--- src/include/rcm_pkg.sv ---
package rcm_pkg;

    // Clock rate of clk_i, which is the oscillator rate before the divider.
    localparam int unsigned CLK_MHZ = 200;
    // The system clock output runs at the oscillator rate divided by this.
    localparam int unsigned SYS_DIV = 2;

    // Times in system clock output periods, as the pin behaviour is stated.
    localparam int unsigned RESET_TAIL_SYS = 2;
    localparam int unsigned MODE_GAP_SYS = 4;
    // First fetch after release, in half system clock periods (six and a half).
    localparam int unsigned FETCH_HALF_SYS = 13;
    localparam int unsigned WAIT_RESAMPLE_SYS = 5;
    localparam int unsigned MIN_RESET_SYS = 4;

    // Counter width and the derived counts of clk_i cycles.
    localparam int unsigned CNT_W = 4;
    localparam logic [CNT_W-1:0] RESET_TAIL_CYC = CNT_W'(RESET_TAIL_SYS * SYS_DIV);
    localparam logic [CNT_W-1:0] MODE_GAP_CYC = CNT_W'(MODE_GAP_SYS * SYS_DIV);
    localparam logic [CNT_W-1:0] FETCH_CYC = CNT_W'((FETCH_HALF_SYS * SYS_DIV) / 2);
    localparam logic [CNT_W-1:0] WAIT_CYC = CNT_W'(WAIT_RESAMPLE_SYS * SYS_DIV);
    localparam logic [CNT_W-1:0] MIN_RESET_CYC = CNT_W'(MIN_RESET_SYS * SYS_DIV);
    localparam logic [CNT_W-1:0] CNT_ZERO = 4'h0;
    localparam logic [CNT_W-1:0] CNT_ONE = 4'h1;

    // Reset values of the control state.
    localparam logic RST_OUT_RESET = 1'b1;
    localparam logic RUN_RESET = 1'b0;
    localparam logic DIV_RESET = 1'b0;

    // Reset sequencer, Gray coded along dormant, release, run.
    typedef enum logic [1:0] {
        RCM_ST_DORMANT = 2'b00,
        RCM_ST_RELEASE = 2'b01,
        RCM_ST_RUN = 2'b11
    } rcm_seq_e;

    // Wait-gate machine, Gray coded along idle, suspend, done.
    typedef enum logic [1:0] {
        RCM_W_IDLE = 2'b00,
        RCM_W_SUSPEND = 2'b01,
        RCM_W_DONE = 2'b11
    } rcm_wait_e;

    // Mode selection state caught around the reset release.
    typedef struct packed {
        logic enhanced;
        logic valid;
        logic first_sample;
    } rcm_mode_s;

    localparam rcm_mode_s MODE_RESET = 3'h0;

endpackage

--- src/rcm_top.sv ---
`timescale 1ns/1ps
// Function
// - System clock output is the oscillator clock divided by two.
// - System clock output has equal high and low times.
// - System clock output keeps toggling during reset and bus hold.
// - Reset output is active high, clocked, and lasts as long as reset input.
// - Reset output drops two system clock periods after reset input rises.
// - Reset output is always driven, never floated, also during hold.
// - Asserted reset input aborts activity, clears state, leaves the core dormant.
// - Reset input is asynchronous and passes a synchroniser before use.
// - First fetch starts six and a half clocks after reset input release.
// - Enhanced mode only if test pin high at release, low four clocks later.
// - Test pin is an input after reset; a weak pull-up holds it high.
// - Compatible mode wait suspends on test high, resamples every five clocks.
// - While suspended with interrupts enabled, pending interrupts are serviced.
// - Enhanced mode: coprocessor commands issue only once busy pin reads low.
module rcm_top (
    // Clock and power-on reset.
    input wire logic clk_i,
    input wire logic resetn_i,
    // Reset pin from the external reset circuit.
    input wire logic reset_in_n_i,
    // Shared test and busy pin.
    input wire logic test_busy_i,
    output logic test_busy_o,
    output logic test_busy_oe_o,
    // Clock and reset outputs to the system.
    output logic sys_clock_out_o,
    output logic reset_out_o,
    output logic reset_short_o,
    // Core control and mode status.
    output logic core_run_o,
    output logic fetch_start_o,
    output logic enhanced_mode_o,
    output logic mode_valid_o,
    // Wait instruction handshake from the core.
    input wire logic wait_start_i,
    input wire logic int_enable_i,
    input wire logic irq_pending_i,
    output logic wait_suspend_o,
    output logic wait_irq_service_o,
    output logic wait_done_o,
    // Coprocessor command handshake from the core.
    input wire logic fpu_cmd_req_i,
    output logic fpu_cmd_go_o,
    output logic fpu_busy_o
);

    ////////////////////////////////////////////////////////////////////////////
    // Clock divider.

    logic div_d;
    logic div_q;

    // The divider sees only the power-on reset, so the output keeps running
    // while the reset pin is low and while the bus is held away.
    always_comb begin
        div_d = ~div_q;
    end

    always_ff @(posedge clk_i or negedge resetn_i) begin
        if (!resetn_i) begin
            div_q <= rcm_pkg::DIV_RESET;
        end else begin
            div_q <= div_d;
        end
    end

    ////////////////////////////////////////////////////////////////////////////
    // Pin synchronisers.

    logic rin_meta_q;
    logic rin_sync_q;
    logic tst_meta_q;
    logic tst_sync_q;

    // Only the second stage is read anywhere; the reset pin reads as asserted
    // until it has been seen high twice.
    always_ff @(posedge clk_i or negedge resetn_i) begin
        if (!resetn_i) begin
            rin_meta_q <= 1'b0;
            rin_sync_q <= 1'b0;
            tst_meta_q <= 1'b1;
            tst_sync_q <= 1'b1;
        end else begin
            rin_meta_q <= reset_in_n_i;
            rin_sync_q <= rin_meta_q;
            tst_meta_q <= test_busy_i;
            tst_sync_q <= tst_meta_q;
        end
    end

    ////////////////////////////////////////////////////////////////////////////
    // Reset sequencer and mode selection.

    rcm_pkg::rcm_seq_e seq_d;
    rcm_pkg::rcm_seq_e seq_q;
    logic [rcm_pkg::CNT_W-1:0] cnt_d;
    logic [rcm_pkg::CNT_W-1:0] cnt_q;
    logic [rcm_pkg::CNT_W-1:0] low_d;
    logic [rcm_pkg::CNT_W-1:0] low_q;
    logic rst_out_d;
    logic rst_out_q;
    logic short_d;
    logic short_q;
    logic run_d;
    logic run_q;
    logic fetch_d;
    logic fetch_q;
    rcm_pkg::rcm_mode_s mode_d;
    rcm_pkg::rcm_mode_s mode_q;

    always_comb begin
        seq_d = seq_q;
        cnt_d = cnt_q;
        low_d = low_q;
        rst_out_d = rst_out_q;
        short_d = short_q;
        run_d = run_q;
        fetch_d = 1'b0;
        mode_d = mode_q;
        if (!rin_sync_q) begin
            // Everything except the low-time count low_q returns to its idle value while the pin is low.
            seq_d = rcm_pkg::RCM_ST_DORMANT;
            cnt_d = rcm_pkg::CNT_ZERO;
            rst_out_d = 1'b1;
            run_d = 1'b0;
            mode_d = rcm_pkg::MODE_RESET;
            short_d = 1'b0;
            if (low_q != rcm_pkg::MIN_RESET_CYC) begin
                low_d = low_q + rcm_pkg::CNT_ONE;
            end
        end else begin
            case (seq_q)
                rcm_pkg::RCM_ST_DORMANT: begin
                    seq_d = rcm_pkg::RCM_ST_RELEASE;
                    cnt_d = rcm_pkg::CNT_ONE;
                    mode_d.first_sample = tst_sync_q;
                    // A pulse shorter than the minimum is flagged, not refused.
                    short_d = (low_q != rcm_pkg::MIN_RESET_CYC);
                    low_d = rcm_pkg::CNT_ZERO;
                end
                rcm_pkg::RCM_ST_RELEASE: begin
                    cnt_d = cnt_q + rcm_pkg::CNT_ONE;
                    if (cnt_q == rcm_pkg::RESET_TAIL_CYC) begin
                        rst_out_d = 1'b0;
                    end
                    if (cnt_q == rcm_pkg::MODE_GAP_CYC) begin
                        mode_d.enhanced = mode_q.first_sample & ~tst_sync_q;
                        mode_d.valid = 1'b1;
                    end
                    if (cnt_q == rcm_pkg::FETCH_CYC) begin
                        fetch_d = 1'b1;
                        run_d = 1'b1;
                        seq_d = rcm_pkg::RCM_ST_RUN;
                    end
                end
                rcm_pkg::RCM_ST_RUN: begin
                    seq_d = rcm_pkg::RCM_ST_RUN;
                end
                default: begin
                    seq_d = rcm_pkg::RCM_ST_DORMANT;
                    rst_out_d = 1'b1;
                    run_d = 1'b0;
                end
            endcase
        end
    end

    always_ff @(posedge clk_i or negedge resetn_i) begin
        if (!resetn_i) begin
            seq_q <= rcm_pkg::RCM_ST_DORMANT;
            cnt_q <= rcm_pkg::CNT_ZERO;
            low_q <= rcm_pkg::CNT_ZERO;
            rst_out_q <= rcm_pkg::RST_OUT_RESET;
            short_q <= 1'b0;
            run_q <= rcm_pkg::RUN_RESET;
            fetch_q <= 1'b0;
            mode_q <= rcm_pkg::MODE_RESET;
        end else begin
            seq_q <= seq_d;
            cnt_q <= cnt_d;
            low_q <= low_d;
            rst_out_q <= rst_out_d;
            short_q <= short_d;
            run_q <= run_d;
            fetch_q <= fetch_d;
            mode_q <= mode_d;
        end
    end

    ////////////////////////////////////////////////////////////////////////////
    // Wait-gate machine for compatible mode.

    rcm_pkg::rcm_wait_e wst_d;
    rcm_pkg::rcm_wait_e wst_q;
    logic [rcm_pkg::CNT_W-1:0] wcnt_d;
    logic [rcm_pkg::CNT_W-1:0] wcnt_q;
    logic susp_d;
    logic susp_q;
    logic irq_d;
    logic irq_q;
    logic irq_seen_d;
    logic irq_seen_q;
    logic done_d;
    logic done_q;

    always_comb begin
        wst_d = wst_q;
        wcnt_d = wcnt_q;
        susp_d = susp_q;
        irq_d = 1'b0;
        irq_seen_d = irq_seen_q & irq_pending_i;
        done_d = 1'b0;
        if (!rin_sync_q || !run_q) begin
            wst_d = rcm_pkg::RCM_W_IDLE;
            wcnt_d = rcm_pkg::CNT_ZERO;
            susp_d = 1'b0;
            irq_seen_d = 1'b0;
        end else begin
            case (wst_q)
                rcm_pkg::RCM_W_IDLE: begin
                    if (wait_start_i) begin
                        if (!mode_q.enhanced && tst_sync_q) begin
                            wst_d = rcm_pkg::RCM_W_SUSPEND;
                            wcnt_d = rcm_pkg::CNT_ONE;
                            susp_d = 1'b1;
                        end else begin
                            wst_d = rcm_pkg::RCM_W_DONE;
                        end
                    end
                end
                rcm_pkg::RCM_W_SUSPEND: begin
                    // One service pulse per pending request; the core drops
                    // the request on acceptance, which rearms the pulse.
                    if (int_enable_i && irq_pending_i && !irq_seen_q) begin
                        irq_d = 1'b1;
                        irq_seen_d = 1'b1;
                    end
                    if (wcnt_q == rcm_pkg::WAIT_CYC) begin
                        wcnt_d = rcm_pkg::CNT_ONE;
                        if (!tst_sync_q) begin
                            wst_d = rcm_pkg::RCM_W_DONE;
                            susp_d = 1'b0;
                        end
                    end else begin
                        wcnt_d = wcnt_q + rcm_pkg::CNT_ONE;
                    end
                end
                rcm_pkg::RCM_W_DONE: begin
                    done_d = 1'b1;
                    wst_d = rcm_pkg::RCM_W_IDLE;
                end
                default: begin
                    wst_d = rcm_pkg::RCM_W_IDLE;
                    susp_d = 1'b0;
                end
            endcase
        end
    end

    always_ff @(posedge clk_i or negedge resetn_i) begin
        if (!resetn_i) begin
            wst_q <= rcm_pkg::RCM_W_IDLE;
            wcnt_q <= rcm_pkg::CNT_ZERO;
            susp_q <= 1'b0;
            irq_q <= 1'b0;
            irq_seen_q <= 1'b0;
            done_q <= 1'b0;
        end else begin
            wst_q <= wst_d;
            wcnt_q <= wcnt_d;
            susp_q <= susp_d;
            irq_q <= irq_d;
            irq_seen_q <= irq_seen_d;
            done_q <= done_d;
        end
    end

    ////////////////////////////////////////////////////////////////////////////
    // Coprocessor command gate for enhanced mode.

    logic go_d;
    logic go_q;
    logic busy_d;
    logic busy_q;

    // The gate reads the synchronised pin, so a busy edge is seen two clocks
    // late; the coprocessor must raise busy before it can take another command.
    always_comb begin
        busy_d = run_q & mode_q.enhanced & tst_sync_q;
        go_d = fpu_cmd_req_i & run_q & mode_q.enhanced & ~tst_sync_q & ~go_q;
    end

    always_ff @(posedge clk_i or negedge resetn_i) begin
        if (!resetn_i) begin
            go_q <= 1'b0;
            busy_q <= 1'b0;
        end else begin
            go_q <= go_d;
            busy_q <= busy_d;
        end
    end

    ////////////////////////////////////////////////////////////////////////////
    // Shared pin driver.

    logic pin_out_q;
    logic pin_oe_q;

    // The device never drives the shared pin; the pull-up lives in the pad.
    always_ff @(posedge clk_i or negedge resetn_i) begin
        if (!resetn_i) begin
            pin_out_q <= 1'b0;
            pin_oe_q <= 1'b0;
        end else begin
            pin_out_q <= 1'b0;
            pin_oe_q <= 1'b0;
        end
    end

    ////////////////////////////////////////////////////////////////////////////
    // Outputs.

    assign sys_clock_out_o = div_q;
    assign reset_out_o = rst_out_q;
    assign reset_short_o = short_q;
    assign core_run_o = run_q;
    assign fetch_start_o = fetch_q;
    assign enhanced_mode_o = mode_q.enhanced;
    assign mode_valid_o = mode_q.valid;
    assign wait_suspend_o = susp_q;
    assign wait_irq_service_o = irq_q;
    assign wait_done_o = done_q;
    assign fpu_cmd_go_o = go_q;
    assign fpu_busy_o = busy_q;
    assign test_busy_o = pin_out_q;
    assign test_busy_oe_o = pin_oe_q;

endmodule // rcm_top

--- config.mk ---
export PLATFORM = sky130hd
export DESIGN_NAME = rcm_top
export DESIGN_NICKNAME = d
export VERILOG_FILES = /design/src/include/rcm_pkg.sv /design/src/rcm_top.sv
export SDC_FILE = /design/constraint.sdc
export NUM_CORES = 1
export LEC_CHECK = 0
export BUFFER_PORTS_ARGS = -buffer_cell sky130_fd_sc_hd__buf_2
export CAP_MARGIN = 25
export CORE_ASPECT_RATIO = 1.25
export CORE_MARGIN = 3
export CORE_UTILIZATION = 45
export CTS_CLUSTER_DIAMETER = 150
export DETAILED_ROUTE_END_ITERATION = 16
export PLACE_DENSITY = 0.74
export SLEW_MARGIN = 20
export SYNTH_ARGS = -nofsm -noshare
export SYNTH_HDL_FRONTEND = slang
export SYNTH_SLANG_ARGS = --single-unit
--- constraint.sdc ---
create_clock -name clk_i -period 1.9 [get_ports clk_i]
set_input_delay 0.19 -clock clk_i [delete_from_list [all_inputs] [get_ports clk_i]]
set_output_delay 0.19 -clock clk_i [all_outputs]
set_load 0.02 [all_outputs]
==> results.ini, run 1 <==
[timing]
hold_viol = 0
tightest_slew_ps = 730
min_period_ps = 1510
tns_ps = 0
setup_ws_ps = 393
period_share_pct = 79.3
rsz0062_at_grt = false
setup_viol = 0
clock_skew_ps = 6.41
report.final.slew_viol_count = 0
max_freq_mhz = 664
slew-limit-headroom_pct = 51.3

[cells_and_area]
area_growth_pct = 17.4
stdcell_count = 220
final_common_cell = dfrtp_1
final_nets = 199
antenna_cells = 0
drive_gt1_share_pct = 21.0
finalInstanceArea_mm2 = 0.00195
final_cell_mix = dfrtp_1, buf_2, nor2_1, inv_1, ha_1

[floorplanning]
die_h_um = 74.0
placementRows = 24
die_w_um = 60.4
dieArea_mm2 = 0.00447
core_mm2 = 0.00351
io-pin-count = 22
initial_utilization_pct = 47.4

[routing]
final_antenna_net_count = 0
routedWlPerCell_um = 15.0
drtPass1Iterations = 4
drt-total-wl_um = 3300
viasPerCell = 5.59
drt_iter0_markers = 99
drc = 0
vias = 1229

[grt]
grt_overflow = 0
antenna_found_initial = 0
grt_max_degree = 35
grt_pass1_wl_um = 5530
grt_pass1_vias = 1285
grt.total_usage_pct = 16.6

[cts]
cts_tree = done
clkSlewWorstSetupHoldPaths_ps = 70
cts_max_level = 2
numCtsBuffers = 5
clkLatencyLatePin_ps = 290
cts_hold_buf = 3
clock-root-buffer = clkbuf_8
cts_resized = 0
cts_buffer_depth = 2
cts_sinks = 34
postCtsSetupRepairBufs = 0

[yosys]
synth_edf_count = 0
synth_flop_cell = dfrtp_1
ys_ff_latch = 34
netlist_instances = 154
syn_area_mm2 = 0.00166
ys_types = 47
synth.avg_cell_area_um2 = 10.8
async_flop_share_pct = 100
yosysSeqAreaShare_pct = 51.4
yosysWarnings = 0

[pwr]
power_density_mw_per_mm2 = 943
power.total_mw = 1.84
total_leakage_power_nw = 0.967
ir_drop_uv = 605

[place]
dpl_cell_area_mm2 = 0.00179
dp_hpwl_um = 2370
placed_cells = 209
place_congestion = 0.918
dpl_worst_slack_ps = 406
io_buffers = 19

[worst_hold_path]
min_path_type = in -> reg

[worst_setup_path]
crit_arrival_ps = 1690
crit_type = reg -> reg
crit_path_max_fanout = 6
cp.required_ps = 2080
start_kind = flip-flop
critPathCaptureType = flip-flop

[flow_run]
drv_cap = 0

[outcome]
status = completed

## kinds of logic (layout without fill, tap and decap cells)
group           Yosys count  in the layout  synth area share (%)
compound gates           32             32                  13.5
mux                       5              5                  3.16
xor+xnor                  2              2                  1.05
flops                    34             34                  51.4
other cells               1              2                 0.225
buf+inv                  16             42                  4.21
simple gates             53             53                  18.2
fa+ha+maj                11             11                  8.27
## synth_stat cells (2+ instances only)
cell type / n / share of area, %
a21o_1: 2 / 0.90
a21oi_1: 6 / 1.8
a22o_1: 2 / 1.1
a22oi_1: 2 / 0.90
a31oi_1: 2 / 0.75
and3_2: 2 / 0.90
buf_2: 2 / 0.60
buf_4: 2 / 0.90
dfrtp_1: 31 / 47
dfstp_2: 3 / 4.7
ha_1: 11 / 8.3
inv_1: 12 / 2.7
mux2i_1: 3 / 1.8
nand2_1: 9 / 2.0
nand2b_1: 2 / 0.75
nand3_1: 4 / 1.2
nand3b_1: 2 / 0.90
nand4b_1: 3 / 1.6
nor2_1: 13 / 2.9
nor2b_1: 7 / 2.6
nor4bb_1: 2 / 1.2
o21ai_0: 6 / 1.8
xor2_1: 2 / 1.1
## layout make-up
cell class | instances | area [um^2]
clock inverters | 3 | 68.8
flip-flops and latches | 34 | 855
inverters | 12 | 45.0
repair buffers | 22 | 125
well taps | 39 | 48.8
fillers | 299 | 1560
multi-input cells | 105 | 743
clock buffers | 5 | 68.8
## power by group
part / leakage [nW] / switching (mW) / internal [mW]
combinational: 0.454 / 0.123 / 0.0910
sequential: 0.445 / 0.0577 / 0.769
clock: 0.0683 / 0.278 / 0.526
## flip-flops by register name, summed over array words and instances, names as in the netlist, 2 cells and up
signal and flops:
wst_q 2, wcnt_q 4, seq_q 2, cnt_q 4
low_q 4
## per-stage QoR
stage	hold slack (ps)	util (%)
after global placement	289	50.9
after floorplan	-106	-
after global routing	130	55.6
final	132	55.6
after detailed placement	296	50.9
after CTS	130	55.6
## critical path: stages, from the launching register on
cell,delay (ps)
dfrtp_1,410
inv_1,120
ha_1,310
nor2b_1,120
a21o_1,180
mux2_2,260
## routing by layer
layer  wire, um  GRT usage (%)
met1       1380           19.3
met2       1700           27.9
met3        159           4.51
met4         61           8.37
met5          0              0
## worst paths after layout
check	startpoint	endpoint	slack, ps	cells past startpoint
worst min register to register	rin_meta_q$_DFF_PN0_	rin_sync_q$_DFF_PN0_	350	0
worst max-delay path	seq_q[0]$_DFFE_PN0P_	low_q[0]$_DFFE_PN0P_	390	5
max in group asynchronous	resetn_i	cnt_q[0]$_DFFE_PN0P_	940	2
worst min-delay path	irq_pending_i	irq_seen_q$_DFF_PN0_	130	2
worst max register to register	seq_q[0]$_DFFE_PN0P_	low_q[0]$_DFFE_PN0P_	390	5
min in group asynchronous	resetn_i	wait_done_o$_DFF_PN0_	490	2
Power figures use the tool's default switching activity.
==> run 2, diff against run 1 <==
==> constraint.sdc (replaced) <==
create_clock -name clk_i -period 1.5 [get_ports clk_i]
set_input_delay 0.15 -clock clk_i [delete_from_list [all_inputs] [get_ports clk_i]]
set_output_delay 0.15 -clock clk_i [all_outputs]
set_load 0.02 [all_outputs]
==> run 2 against run 1 <==
Power increased by 19%. Routed wire length decreased by 0.79%. Global-route usage increased by 0.13 points. Critical path type unchanged. Sequential power increased by 25%. Highest routed layer unchanged. Core utilization increased by 1.5 points.
==> results.ini, run 2 (same netlist as run 1, synthesis figures left out) <==
[cells_and_area]
final_util_pct = 57.1
final_nets = 208
stdcell_count = 229
antenna_cells = 0
area_growth_pct = 20.5
reg_top3 = cnt_q x4, low_q x4, wcnt_q x4
finalInstanceArea_mm2 = 0.00201
final_cell_mix = dfrtp_1, buf_2, nor2_1, inv_1, ha_1
final_common_cell = dfrtp_1
drive_gt1_share_pct = 24.7

[routing]
drc = 0
drt-total-wl_um = 3280
drt_iter0_markers = 53
routedWlPerCell_um = 14.3
viasPerCell = 5.56
drtPass1Iterations = 4
final_antenna_net_count = 0
vias = 1273

[grt]
grt_util_met1_pct = 18.4
grt_overflow = 0
grt_pass1_vias = 1306
grt_max_degree = 19
met2_usage_pct = 28.5
grt_use_met3_pct = 6.60
antenna_found_initial = 0
top_usage_layer = met2
grt.total_usage_pct = 16.8
grt_pass1_wl_um = 5530

[timing]
rsz0062_at_grt = false
report.final.slew_viol_count = 0
tns_ps = 0
hold_viol = 0
min_period_ps = 1400
clock_skew_ps = 6.09
setup_viol = 0
max_freq_mhz = 712
period_share_pct = 93.7

[pwr]
ir_drop_uv = 784
pwr-share-clk_pct = 37.4
total_leakage_power_nw = 1.00
power.share.sequential_pct = 47.1
power.total_mw = 2.20
p_int_mw = 1.62
switchingPower_uw = 571
swShare_pct = 26.0
power_density_mw_per_mm2 = 1090
pwr-share-comb_pct = 15.5

[worst_hold_path]
min_path_type = in -> reg
hold_path_end = irq_seen_q$_DFF_PN0_
hp-start = irq_pending_i
worstHoldPathCells = 2

[worst_setup_path]
crit_type = reg -> reg
path_cells = inv_1 > ha_1 > nand4b_1 > mux2i_1 > nor2_1
crit_arrival_ps = 1580
r2r_slack_ps = 100
cp_slowest_stage_delay_ps = 410
critPathCaptureType = flip-flop
worstReg2RegStart = seq_q[1]$_DFFE_PN0P_
r2r-end = enhanced_mode_o$_DFFE_PN0P_
crit_path_max_fanout = 9
slowest_stage = dfrtp_1
rr_worst_depth = 5
cp.required_ps = 1670
start_kind = flip-flop

[place]
dpl_cell_area_mm2 = 0.00185
place_congestion = 0.841
dp_hpwl_um = 2400
placed_cells = 216
io_buffers = 19

[floorplanning]
dieArea_mm2 = 0.00447
die_w_um = 60.4
io-pin-count = 22
core_mm2 = 0.00351
initial_utilization_pct = 47.4
die_h_um = 74.0
placementRows = 24

[cts]
cts_tree = done
numCtsBuffers = 5
clkLatencyLatePin_ps = 290
clkSlewWorstSetupHoldPaths_ps = 70
cts_max_level = 2
cts_buffer_depth = 2
clock-root-buffer = clkbuf_8
cts_sinks = 34

[outcome]
status = completed

[flow_run]
drv_cap = 0

[run 2: changes by cell type in the layout (fill, tap and decap cells not counted), sizes merged]
cell / change
buf: +9
bufinv: -1
clkinv: +1
[run 2: metrics by stage]
step / hold slack [ps] / worst slack (ps)
5_1_grt: 95.3 / 9.83
2_1_floorplan: -146 / 134
3_5_place_dp: 115 / 80.0
4_1_cts: 102 / 60.2
3_3_place_gp: 120 / 144
6_report: 109 / 95.2
[run 2: power by group through the flow]
stage               Combinational, mW  Sequential [mW]  Clock [mW]
floorplan                       0.191             1.05           0
global placement                0.283             1.05           0
global route                    0.379             1.04       0.889
CTS                             0.308             1.04       0.846
detailed placement              0.301             1.05           0
finish                          0.339             1.03       0.822
[run 2: metal layers]
| layer | up-vias | part of all wire (%) |
|---|---|---|
| li1 | 604 | - |
| met1 | 634 | 41 |
| met5 | - | 0 |
| met3 | 6 | 5.7 |
| met2 | 29 | 52 |
| met4 | 0 | 1.3 |
[run 2: worst max path at each step]
stage,startpoint,to,slack (ps),cells after the start
after CTS,low_q[1]$_DFFE_PN0P_,low_q[0]$_DFFE_PN0P_,60,5
after global placement,low_q[1]$_DFFE_PN0P_,low_q[0]$_DFFE_PN0P_,140,5
final,seq_q[1]$_DFFE_PN0P_,enhanced_mode_o$_DFFE_PN0P_,100,5
after global routing,seq_q[1]$_DFFE_PN0P_,enhanced_mode_o$_DFFE_PN0P_,10,5
after floorplan,low_q[0]$_DFFE_PN0P_,low_q[0]$_DFFE_PN0P_,130,5
after detailed placement,low_q[1]$_DFFE_PN0P_,low_q[0]$_DFFE_PN0P_,80,5
[run 2: layout make-up]
type                    count  area (um^2)
clock buffers               5         68.8
clock inverters             3         40.0
fillers                   294         1510
inverters                  12         45.0
multi-input cells         105          743
flip-flops and latches     34          855
well taps                  39         48.8
repair buffers             31          205
[run 2: critical path: cells and delay by family, from the launching register on]
kind | cells | cell delay [ps]
and+or+nand+nor | 2 | 260
muxes | 1 | 200
adders and majority gates | 1 | 320
DFF | 1 | 410
buffers and inverters | 1 | 110
[run 2: what timing repair did]
item	in CTS	in global routing
setup buffers	0	2
endpoints found under the setup margin	0	1
endpoints found under the hold margin	18	0
gates resized for setup	0	0
hold buffers	3	0
==> run 3, diff against run 2 <==
--- a/config.mk
+++ b/config.mk
@@ -12,7 +12,6 @@
 export CORE_UTILIZATION = 45
 export CTS_CLUSTER_DIAMETER = 150
 export DETAILED_ROUTE_END_ITERATION = 16
-export PLACE_DENSITY = 0.74
 export SLEW_MARGIN = 20
 export SYNTH_ARGS = -nofsm -noshare
 export SYNTH_HDL_FRONTEND = slang
==> run 3 against run 2 <==
Power down 6.8%. Register-to-register slack about the same. Die area unchanged. Sequential cell count unchanged. Non-clock buffer count down 1. Fmax down 0.66%. Sequential share of layout area up 0.54 points. Routed wire length down 0.12%. Via count down 2.7%. Clock power down 15%. Largest cell class unchanged.
==> results.ini, run 3 (same netlist as run 1, synthesis figures left out) <==
[cells_and_area]
reg_top3 = cnt_q x4, low_q x4, wcnt_q x4
final_cell_mix = dfrtp_1, buf_2, nor2_1, inv_1, nand2_1
drive_gt1_share_pct = 26.5
area_growth_pct = 19.0
antenna_cells = 0
final_common_cell = dfrtp_1
final_nets = 207

[place]
dp_hpwl_um = 2350
io_buffers = 19
place_congestion = 0.826

[cts]
cts_tree = done
clkSlewWorstSetupHoldPaths_ps = 70
cts_max_level = 2
clkLatencyLatePin_ps = 290
cts_buffer_depth = 2
cts_sinks = 34
clock-root-buffer = clkbuf_8
numCtsBuffers = 5

[worst_hold_path]
hold_path_end = irq_seen_q$_DFF_PN0_
worstHoldPathCells = 2
min_path_type = in -> reg
hp-start = irq_pending_i

[routing]
top_layer = met4
vias = 1239
wl_met1_um = 1360
routed-wl-met2_um = 1730
routedWlPerCell_um = 14.3
met3WireLength_um = 114
drc = 0
viasPerCell = 5.43
drt-total-wl_um = 3270
drtPass1Iterations = 4
final_antenna_net_count = 0
drt_iter0_markers = 71

[floorplanning]
core_mm2 = 0.00351
io-pin-count = 22
initial_utilization_pct = 47.4
dieArea_mm2 = 0.00447
die_w_um = 60.4
placementRows = 24
die_h_um = 74.0

[grt]
grt_max_degree = 29
grt_pass1_wl_um = 5460
antenna_found_initial = 0
grt.total_usage_pct = 16.6
grt_pass1_vias = 1224
grt_overflow = 0

[timing]
period_share_pct = 94.3
report.final.slew_viol_count = 0
tns_ps = 0
max_freq_mhz = 707
setup_viol = 0
hold_viol = 0
clock_skew_ps = 3.50
rsz0062_at_grt = false
min_period_ps = 1410

[outcome]
status = completed

[worst_setup_path]
crit_path_max_fanout = 5
cp_slowest_stage_delay_ps = 410
rr_worst_depth = 5
crit_arrival_ps = 1590
crit_type = reg -> reg
start_kind = flip-flop
critPathCaptureType = flip-flop
r2r-end = low_q[0]$_DFFE_PN0P_
r2r_slack_ps = 90
cp.required_ps = 1670
worstReg2RegStart = low_q[1]$_DFFE_PN0P_
path_cells = inv_1 > ha_2 > and3b_2 > a21o_1 > mux2_2
slowest_stage = dfrtp_1

[flow_run]
drv_cap = 0

[pwr]
ir_drop_uv = 709
power.total_mw = 2.05
power_density_mw_per_mm2 = 1030
total_leakage_power_nw = 0.980

-- run 3: where the power goes --
part / leakage (nW) / switching, mW / internal, mW
logic: 0.488 / 0.165 / 0.142
clock network: 0.0472 / 0.334 / 0.369
registers: 0.445 / 0.0615 / 0.974
total: 0.980 / 0.561 / 1.48
-- run 3: area by class of cell --
type / instances / area, um^2
Clock inverter: 2 / 12.5
Tap cell: 39 / 48.8
Multi-Input combinational cell: 105 / 752
Timing Repair Buffer: 30 / 185
Clock buffer: 6 / 82.6
Inverter: 12 / 45.0
Sequential cell: 34 / 855
Fill cell: 309 / 1530
-- run 3: repair_timing --
item,4_1_cts,5_1_grt
hold buffers,3,0
setup endpoints to repair,0,4
buffers inserted,0,1
endpoints found under the hold margin,8,0
resized for setup,0,4
-- run 3: worst max-delay path: cells and delay by family (launching register included) --
kind | cells | cell delay, ps
DFF | 1 | 410
muxes | 1 | 260
and+or+nand+nor | 1 | 210
AOI/OAI and AO/OA | 1 | 190
adders and majority gates | 1 | 180
buffers and inverters | 1 | 60
-- run 3: per-stage QoR --
step                      setup WS (ps)  area (um^2)  utilization, %  instances  hold slack (ps)
after floorplan                     134         1670               -        155             -146
after global placement              130         1840            52.4        216            -18.6
after detailed placement           43.2         1840            52.4        216            -12.4
after CTS                          33.0         1960            55.9        227             92.1
after global routing               5.56         1980            56.4        228             93.4
final                              85.9         1980            56.4        228              103
-- run 3: how the worst max path moves through the flow --
stage / start / endpoint / slack (ps) / cells after the start
after floorplan: low_q[0]$_DFFE_PN0P_ / low_q[0]$_DFFE_PN0P_ / 130 / 5
after global placement: low_q[1]$_DFFE_PN0P_ / low_q[0]$_DFFE_PN0P_ / 130 / 5
after detailed placement: seq_q[1]$_DFFE_PN0P_ / enhanced_mode_o$_DFFE_PN0P_ / 40 / 5
after CTS: seq_q[1]$_DFFE_PN0P_ / enhanced_mode_o$_DFFE_PN0P_ / 30 / 5
after global routing: cnt_q[1]$_DFFE_PN0P_ / seq_q[1]$_DFFE_PN0P_ / 6 / 5
final: low_q[1]$_DFFE_PN0P_ / low_q[0]$_DFFE_PN0P_ / 90 / 5
-- run 3: layer usage --
| layer | up-vias | track usage [%] |
|---|---|---|
| li1 | 604 | - |
| met1 | 608 | 18.8 |
| met2 | 20 | 28.6 |
| met3 | 7 | 4.86 |
| met4 | 0 | 7.39 |
| met5 | - | 0 |
